File: src/inc/srp_pkg.sv
package srp_pkg;

  // Register map, word addresses on the Avalon slave
  localparam int unsigned ADDR_W = 4;
  localparam logic [ADDR_W-1:0] CTL_ADDR = 4'h0;

  // Control field positions
  localparam int unsigned EEP_SKIP_BIT = 6;
  localparam int unsigned RO_DIS_BIT = 7;
  localparam int unsigned P2P_DIS_BIT = 8;
  localparam int unsigned DN_MODE_LSB = 9;
  localparam int unsigned DN_MODE_W = 2;
  localparam int unsigned UP_CHK_BIT = 11;
  localparam int unsigned CT_DIS_BIT = 14;
  localparam int unsigned LOCK_IGN_BIT = 15;
  localparam int unsigned BCAST_DROP_BIT = 19;

  // Only these bits hold state; reserved and omitted bits read zero
  localparam logic [31:0] CTL_WMASK = 32'h0008_CFC0;
  localparam logic [31:0] CTL_RESET = 32'h0000_0000;
  localparam logic [31:0] RD_UNMAPPED = 32'h0000_0000;

  // Downstream device-number check modes
  localparam logic [DN_MODE_W-1:0] DN_CHK_ALL = 2'h0;
  localparam logic [DN_MODE_W-1:0] DN_CHK_CFG = 2'h1;
  localparam logic [DN_MODE_W-1:0] DN_CHK_NONE = 2'h2;

  // Target bus classes of an ID-routed TLP
  localparam logic [1:0] TGT_OTHER = 2'h0;
  localparam logic [1:0] TGT_UP_BUS = 2'h1;
  localparam logic [1:0] TGT_DN_BUS = 2'h2;

  localparam int unsigned DEV_W = 5;
  localparam logic [DEV_W-1:0] DEV_ZERO = 5'h00;
  localparam int unsigned TAG_W = 8;

  typedef enum logic [1:0] {
    SRP_FORWARD,
    SRP_UNSUP_REQ,
    SRP_SILENT_DROP
  } srp_act_e;

  // Header summary of one TLP offered for a forwarding decision
  typedef struct packed {
    logic ingress_up;
    logic dest_up;
    logic id_routed;
    logic is_cfg;
    logic is_cpl;
    logic vend_bcast_t1;
    logic locked;
    logic ro_attr;
    logic [1:0] tgt_class;
    logic [DEV_W-1:0] dev_num;
    logic egress_ari_en;
    logic [TAG_W-1:0] tag;
  } srp_tlp_s;

  // Decision handed to the routing fabric
  typedef struct packed {
    srp_act_e action;
    logic credit_return;
    logic err_set;
    logic strong_order;
    logic store_fwd;
    logic lock_effect;
    logic [TAG_W-1:0] tag;
  } srp_dec_s;

endpackage : srp_pkg
File: src/hdl/srp_devnum_chk.sv
module srp_devnum_chk
  import srp_pkg::*;
(
  input wire logic [srp_pkg::DN_MODE_W-1:0] mode,
  input wire logic ari_en,
  input wire logic id_routed,
  input wire logic is_cfg,
  input wire logic to_dn_bus,
  input wire logic dev_nonzero,
  output logic block
);

  ////////////////////////////////////////////////////////////////////////////
  // Candidate for blocking: ID routed, downstream link bus, nonzero device
  wire logic candidate;
  wire logic mode_all;
  wire logic mode_cfg;

  assign candidate = id_routed & to_dn_bus & dev_nonzero;
  assign mode_all = (mode == DN_CHK_ALL);
  assign mode_cfg = (mode == DN_CHK_CFG) & is_cfg;
  // Mode none and the unused code 3 both pass everything
  // An ARI-forwarding port ignores the check entirely
  assign block = candidate & ~ari_en & (mode_all | mode_cfg);

endmodule : srp_devnum_chk

File: src/hdl/srp_policy.sv
module srp_policy
  import srp_pkg::*;
(
  input wire logic clk,
  input wire logic nrst,
  input wire logic hot_reset,
  input wire logic [srp_pkg::ADDR_W-1:0] avs_address,
  input wire logic avs_read,
  input wire logic avs_write,
  input wire logic [31:0] avs_writedata,
  input wire logic [3:0] avs_byteenable,
  output logic [31:0] avs_readdata,
  output logic avs_waitrequest,
  input wire logic tlp_valid,
  input wire srp_pkg::srp_tlp_s tlp_in,
  output logic tlp_ready,
  output logic dec_valid,
  output srp_pkg::srp_dec_s dec_out,
  input wire logic dec_ready,
  input wire logic hr_eeprom_step,
  output logic eeprom_load_start,
  output logic eeprom_step_skipped,
  output logic hot_reset_eeprom_skip,
  output logic relaxed_order_disable,
  output logic cut_through_disable
);

  ////////////////////////////////////////////////////////////////////////////
  // Register and pipeline state
  logic [31:0] ctl_r;
  logic [31:0] ctl_nxt;
  logic wait_r;
  logic [31:0] rdata_r;
  logic [31:0] rdata_nxt;
  logic dec_valid_r;
  logic dec_valid_nxt;
  srp_dec_s dec_r;
  srp_dec_s dec_nxt;
  logic tlp_ready_r;
  logic load_start_r;
  logic step_skip_r;
  logic eep_skip_r;
  logic ro_dis_r;
  logic ct_dis_r;

  ////////////////////////////////////////////////////////////////////////////
  // Control field views
  wire logic f_eep_skip;
  wire logic f_ro_dis;
  wire logic f_p2p_dis;
  wire logic [DN_MODE_W-1:0] f_dn_mode;
  wire logic f_up_chk;
  wire logic f_ct_dis;
  wire logic f_lock_ign;
  wire logic f_bcast_drop;

  assign f_eep_skip = ctl_r[EEP_SKIP_BIT];
  assign f_ro_dis = ctl_r[RO_DIS_BIT];
  assign f_p2p_dis = ctl_r[P2P_DIS_BIT];
  assign f_dn_mode = ctl_r[DN_MODE_LSB +: DN_MODE_W];
  assign f_up_chk = ctl_r[UP_CHK_BIT];
  assign f_ct_dis = ctl_r[CT_DIS_BIT];
  assign f_lock_ign = ctl_r[LOCK_IGN_BIT];
  assign f_bcast_drop = ctl_r[BCAST_DROP_BIT];

  ////////////////////////////////////////////////////////////////////////////
  // Avalon slave decode
  // One wait state: the request is seen with waitrequest high, answered
  // with waitrequest low on the next cycle, so readdata can be a flop.
  wire logic req;
  wire logic take;
  wire logic hit_ctl;
  wire logic wr_ctl;
  wire logic rd_ctl;

  assign req = avs_read | avs_write;
  assign take = req & ~wait_r;
  assign hit_ctl = (avs_address == CTL_ADDR);
  assign wr_ctl = take & avs_write & hit_ctl;
  assign rd_ctl = avs_read & hit_ctl;

  // Per byte lane write merge, masked so unused bits never store
  wire logic [31:0] lane_mask;
  genvar gi;
  generate
    for (gi = 0; gi < 4; gi++)
    begin : g_lane
      assign lane_mask[gi*8 +: 8] = {8{avs_byteenable[gi]}};
    end
  endgenerate

  wire logic [31:0] wr_mask;
  assign wr_mask = lane_mask & CTL_WMASK;

  // Next control value; hot_reset is deliberately absent here
  always_comb
  begin
    ctl_nxt = ctl_r;
    if (wr_ctl)
    begin
      ctl_nxt = (ctl_r & ~wr_mask) | (avs_writedata & wr_mask);
    end
  end

  // Read data: reserved and omitted bits are held at zero in the flop
  always_comb
  begin
    rdata_nxt = RD_UNMAPPED;
    if (rd_ctl)
    begin
      rdata_nxt = ctl_r & CTL_WMASK;
    end
  end

  // Sticky control: only the fundamental reset clears it
  always_ff @(posedge clk)
  begin
    if (!nrst)
      ctl_r <= CTL_RESET;
    else
      ctl_r <= ctl_nxt;
  end

  // Bus handshake flops
  always_ff @(posedge clk)
  begin
    if (!nrst)
    begin
      wait_r <= 1'b1;
      rdata_r <= RD_UNMAPPED;
    end
    else
    begin
      wait_r <= ~(req & wait_r);
      rdata_r <= rdata_nxt;
    end
  end

  ////////////////////////////////////////////////////////////////////////////
  // Classification of the offered TLP
  wire logic from_dn;
  wire logic dev_nonzero;
  wire logic to_up_bus;
  wire logic to_dn_bus;
  wire logic is_req;

  assign from_dn = ~tlp_in.ingress_up;
  assign dev_nonzero = (tlp_in.dev_num != DEV_ZERO);
  assign to_up_bus = (tlp_in.tgt_class == TGT_UP_BUS);
  assign to_dn_bus = (tlp_in.tgt_class == TGT_DN_BUS);
  assign is_req = ~tlp_in.is_cpl;

  // Downstream device-number check
  wire logic dn_block;

  srp_devnum_chk u_devnum_chk
  (
    .mode(f_dn_mode),
    .ari_en(tlp_in.egress_ari_en),
    .id_routed(tlp_in.id_routed),
    .is_cfg(tlp_in.is_cfg),
    .to_dn_bus(to_dn_bus),
    .dev_nonzero(dev_nonzero),
    .block(dn_block)
  );

  ////////////////////////////////////////////////////////////////////////////
  // Individual policy verdicts
  wire logic bcast_drop;
  wire logic p2p_ur;
  wire logic up_hit;
  wire logic up_ur;
  wire logic up_drop;
  wire logic dn_ur;
  wire logic dn_drop;

  // Vendor Type 1 broadcast from the upstream side
  assign bcast_drop = f_bcast_drop & tlp_in.ingress_up & tlp_in.vend_bcast_t1;
  // Peer traffic between downstream ports is refused
  assign p2p_ur = f_p2p_dis & from_dn & ~tlp_in.dest_up;
  // Nonzero device aimed at the upstream link bus from below
  assign up_hit = f_up_chk & from_dn & tlp_in.id_routed & to_up_bus & dev_nonzero;
  assign up_ur = up_hit & is_req;
  assign up_drop = up_hit & tlp_in.is_cpl;
  // A blocked completion has no requester to answer, so it is discarded
  assign dn_ur = dn_block & is_req;
  assign dn_drop = dn_block & tlp_in.is_cpl;

  wire logic any_drop;
  wire logic any_ur;

  assign any_drop = bcast_drop | up_drop | dn_drop;
  assign any_ur = p2p_ur | up_ur | dn_ur;

  ////////////////////////////////////////////////////////////////////////////
  // Decision assembly
  // Discard wins over UR: a discarded TLP must raise no error at all.
  always_comb
  begin
    dec_nxt = dec_r;
    if (tlp_valid & tlp_ready_r)
    begin
      dec_nxt.tag = tlp_in.tag;
      dec_nxt.strong_order = f_ro_dis | ~tlp_in.ro_attr;
      dec_nxt.store_fwd = f_ct_dis;
      dec_nxt.lock_effect = tlp_in.locked & ~f_lock_ign;
      if (any_drop)
      begin
        dec_nxt.action = SRP_SILENT_DROP;
        dec_nxt.credit_return = 1'b1;
        dec_nxt.err_set = 1'b0;
      end
      else if (any_ur)
      begin
        dec_nxt.action = SRP_UNSUP_REQ;
        dec_nxt.credit_return = 1'b0;
        dec_nxt.err_set = 1'b1;
      end
      else
      begin
        dec_nxt.action = SRP_FORWARD;
        dec_nxt.credit_return = 1'b0;
        dec_nxt.err_set = 1'b0;
      end
    end
  end

  // Output slot bookkeeping; hot reset flushes an unconsumed decision
  wire logic accept;
  wire logic drain;

  assign accept = tlp_valid & tlp_ready_r;
  assign drain = dec_valid_r & dec_ready;

  always_comb
  begin
    dec_valid_nxt = dec_valid_r;
    if (hot_reset)
      dec_valid_nxt = 1'b0;
    else if (accept)
      dec_valid_nxt = 1'b1;
    else if (drain)
      dec_valid_nxt = 1'b0;
  end

  // Registered ready costs a bubble: one decision per two cycles at best
  always_ff @(posedge clk)
  begin
    if (!nrst)
    begin
      dec_valid_r <= 1'b0;
      tlp_ready_r <= 1'b0;
    end
    else
    begin
      dec_valid_r <= dec_valid_nxt;
      tlp_ready_r <= ~dec_valid_nxt & ~hot_reset;
    end
  end

  always_ff @(posedge clk)
  begin
    if (!nrst)
    begin
      dec_r.action <= SRP_FORWARD;
      dec_r.credit_return <= 1'b0;
      dec_r.err_set <= 1'b0;
      dec_r.strong_order <= 1'b0;
      dec_r.store_fwd <= 1'b0;
      dec_r.lock_effect <= 1'b0;
      dec_r.tag <= '0;
    end
    else
      dec_r <= dec_nxt;
  end

  ////////////////////////////////////////////////////////////////////////////
  // Hot reset EEPROM step
  // The sequencer pulses hr_eeprom_step on reaching that step and waits for
  // either a load start or a skip notice, whatever the operating mode.
  wire logic do_load;
  wire logic do_skip;

  assign do_load = hr_eeprom_step & ~f_eep_skip;
  assign do_skip = hr_eeprom_step & f_eep_skip;

  always_ff @(posedge clk)
  begin
    if (!nrst)
    begin
      load_start_r <= 1'b0;
      step_skip_r <= 1'b0;
    end
    else
    begin
      load_start_r <= do_load;
      step_skip_r <= do_skip;
    end
  end

  ////////////////////////////////////////////////////////////////////////////
  // Global mode levels for the fabric, registered copies of the fields
  always_ff @(posedge clk)
  begin
    if (!nrst)
    begin
      eep_skip_r <= 1'b0;
      ro_dis_r <= 1'b0;
      ct_dis_r <= 1'b0;
    end
    else
    begin
      eep_skip_r <= ctl_nxt[EEP_SKIP_BIT];
      ro_dis_r <= ctl_nxt[RO_DIS_BIT];
      ct_dis_r <= ctl_nxt[CT_DIS_BIT];
    end
  end

  ////////////////////////////////////////////////////////////////////////////
  // Outputs
  assign avs_readdata = rdata_r;
  assign avs_waitrequest = wait_r;
  assign tlp_ready = tlp_ready_r;
  assign dec_valid = dec_valid_r;
  assign dec_out = dec_r;
  assign eeprom_load_start = load_start_r;
  assign eeprom_step_skipped = step_skip_r;
  assign hot_reset_eeprom_skip = eep_skip_r;
  assign relaxed_order_disable = ro_dis_r;
  assign cut_through_disable = ct_dis_r;

endmodule : srp_policy

File: config.mk
export PLATFORM = sky130hd
export DESIGN_NAME = srp_policy
export DESIGN_NICKNAME = d
export VERILOG_FILES = /design/src/inc/srp_pkg.sv /design/src/hdl/srp_devnum_chk.sv /design/src/hdl/srp_policy.sv
export SDC_FILE = /design/constraint.sdc
export NUM_CORES = 1
export LEC_CHECK = 0
export BUFFER_PORTS_ARGS = -buffer_cell sky130_fd_sc_hd__buf_4
export CAP_MARGIN = 30
export CORE_UTILIZATION = 38
export CTS_BUF_LIST = sky130_fd_sc_hd__clkbuf_8 sky130_fd_sc_hd__clkbuf_16
export DETAILED_ROUTE_END_ITERATION = 6
export PLACE_DENSITY = 0.79
export RECOVER_POWER = 100
export SLEW_MARGIN = 20
export SYNTH_ARGS = -nofsm -noshare
export SYNTH_HDL_FRONTEND = slang
export SYNTH_SLANG_ARGS = --single-unit
export TNS_END_PERCENT = 100
File: constraint.sdc
create_clock -name clk -period 1.8 [get_ports clk]
set_clock_uncertainty 0.2 [all_clocks]
set_input_delay 0.09 -clock clk [delete_from_list [all_inputs] [get_ports clk]]
set_output_delay 0.09 -clock clk [all_outputs]
set_load 0.01 [all_outputs]
==> out/results.ini <==
[routing]
drt-wirelength-per-cell_um = 11.7
drtPass1Iterations = 4
dr_total_vias = 1381
drt_iter0_drc = 49
vias_per_cell = 4.30
drc = 0
ant_nets = 0
routed_wl_mm = 3.75

[sta]
fmax_mhz = 575
fin_crit_ns = 1.74
drv_slew = 0
finalSetupTns_ns = 0
grt_setup_unrepaired = false
hold_violations = 0
setup_viol = 0
worst_slack_ns = 0.0607
post-route-period-util = 0.966

[finish]
diodes = 0
nets = 344
area_growth_pct = 58.9
drive_gt1_frac = 0.227

[die]
rows = 22
die-area_sq_um = 4270
io_pins = 127
die_x_um = 65.4
die_h_um = 65.4
core_area_sq_um = 3740
start_util = 0.408

[setup_path]
cp_num_buf_inv = 0
cp_top_family = compound AO/OA/AOI/OAI gates
end_kind = flop
cp_slowest_cell = or4b_4
required_ns = 1.77
crit_path_max_incr_delay_ns = 0.53
worstPathMaxFanout = 3
worstPathArrival_ns = 1.71
critPathKind = reg2reg
worstPathCellList = or4b_4, o21ai_2, a211oi_1, a311o_1
worst_setup_path_start_kind = flop

[worst_hold_path]
hold_class = in2reg

[flow_run]
cap_violations = 0

[global_route]
antenna_found_initial = 0
track_usage = 0.182
grt_pass1_vias = 1325
overflow = 0
grt_pass1_wl_mm = 5.82
grt_max_degree = 29

[clock_tree]
clock-sinks = 36
clk_latency_ns = 0.28
cts.htree.levels = 2
cts_resized = 0
cts_tree = done
cts-root-buf = clkbuf_8
clkTransAtPathRegs_ns = 0.07
clockBufferDepth = 2
cts_made_buffers = 5

[logic_synthesis]
synthCells = 161
synth_warnings = 0
async_reset_ff_frac = 0
syn_area_per_cell_sq_um = 9.48
synth_edf_count = 0
synthFlopType = dfxtp_1
synth_top_area_frac = 0.472
synth-seq-cells = 36
synth_cell_types = 29
synth_top_area_cell = dfxtp_1
netlist_area_sq_um = 1530
synthTopCellsByCount = 36 x dfxtp_1, 25 x buf_4, 23 x nand2_1
synth.area.top_cells = dfxtp_1 47%, buf_4 12%, mux2i_1 5.9%, nand2_1 5.7%, a21boi_0 4.9%
seq_area_frac_synth = 0.472
synthMostInstantiatedCell = dfxtp_1

[power]
p_leak_uw = 0.00109
power_density_nw_per_um2 = 831
peakVddDrop_v = 0.000918
power_uw = 2010

[place]
port_buffers = 79
post-dp-hpwl_mm = 2.45
dp_slack_ns = 0.0812
gp_congestion = 0.735

[run_status]
status = finished, final reports clean

-- cells in the final DEF, fill, tap and decap left out, types with 5 or more instances in the layout --
| cell type | count |
|---|---|
| conb_1 | 23 |
| buf_4 | 46 |
| nand2_1 | 23 |
| mux2i_1 | 9 |
| and2_1 | 6 |
| nand3_1 | 6 |
| clkbuf_8 | 5 |
| a21boi_0 | 10 |
| dlygate4sd3_1 | 32 |
| nor2b_1 | 11 |
| clkbuf_1 | 32 |
| dfxtp_1 | 36 |
-- timing repair --
item	CTS	global route
hold endpoints to repair	27	0
setup buffers	0	0
hold buffers	32	0
setup endpoints to repair	0	0
-- worst reg2reg max path: stages, from the launching register on --
cell,delay [ns]
dfxtp_1,0.33
or4b_4,0.53
o21ai_2,0.17
a211oi_1,0.09
a311o_1,0.31
-- power breakdown --
| group | switching, uW | internal [uW] |
|---|---|---|
| Combinational | 91.3 | 136 |
| Clock | 276 | 693 |
| Sequential | 7.48 | 810 |
-- cell type report --
| class | count | area (sq um) |
|---|---|---|
| tap | 48 | 60.1 |
| timing repair buffer | 114 | 811 |
| clock inverter | 3 | 90.1 |
| clock buffer | 5 | 68.8 |
| fill | 358 | 1320 |
| sequential | 36 | 721 |
| multi-input combinational | 115 | 674 |
-- kinds of logic (layout without fill, tap and decap cells) --
group | after synthesis | in the layout | share of synthesized area
buffers and inverters | 32 | 122 | 0.140
AND/OR/NAND/NOR | 64 | 64 | 0.233
AO/OA/AOI/OAI | 19 | 19 | 0.0934
flip-flops | 36 | 36 | 0.472
multiplexers | 9 | 9 | 0.0590
other | 1 | 23 | 0.00246
-- routing by layer --
| layer | vias up | routed length [um] | GRT usage |
|---|---|---|---|
| met4 | 0 | 25 | 0.0761 |
| met3 | 4 | 230 | 0.0451 |
| met1 | 613 | 1410 | 0.175 |
| met5 | - | 0 | 0 |
| li1 | 710 | - | - |
| met2 | 54 | 2090 | 0.358 |
-- stage by stage --
stage	hold slack [ns]	util	cells	area, sq um
after floorplan	0.00379	-	183	1610
after global placement	0.106	0.553	281	2070
after detailed placement	0.105	0.553	281	2070
after CTS	0.0156	0.681	321	2550
after global routing	0.0474	0.648	321	2420
final	0.0239	0.648	321	2420
-- final timing paths --
check | start | end | slack (ns) | cells past startpoint
min | avs_address[2] | flop | 0.02 | 5
max reg2reg | flop | dec_out[13] | 0.06 | 4
min reg2reg | dec_out[4] | dec_out[4] | 0.26 | 2
max | flop | dec_out[13] | 0.06 | 4
Note: power is estimated with default switching activity, not from simulation.
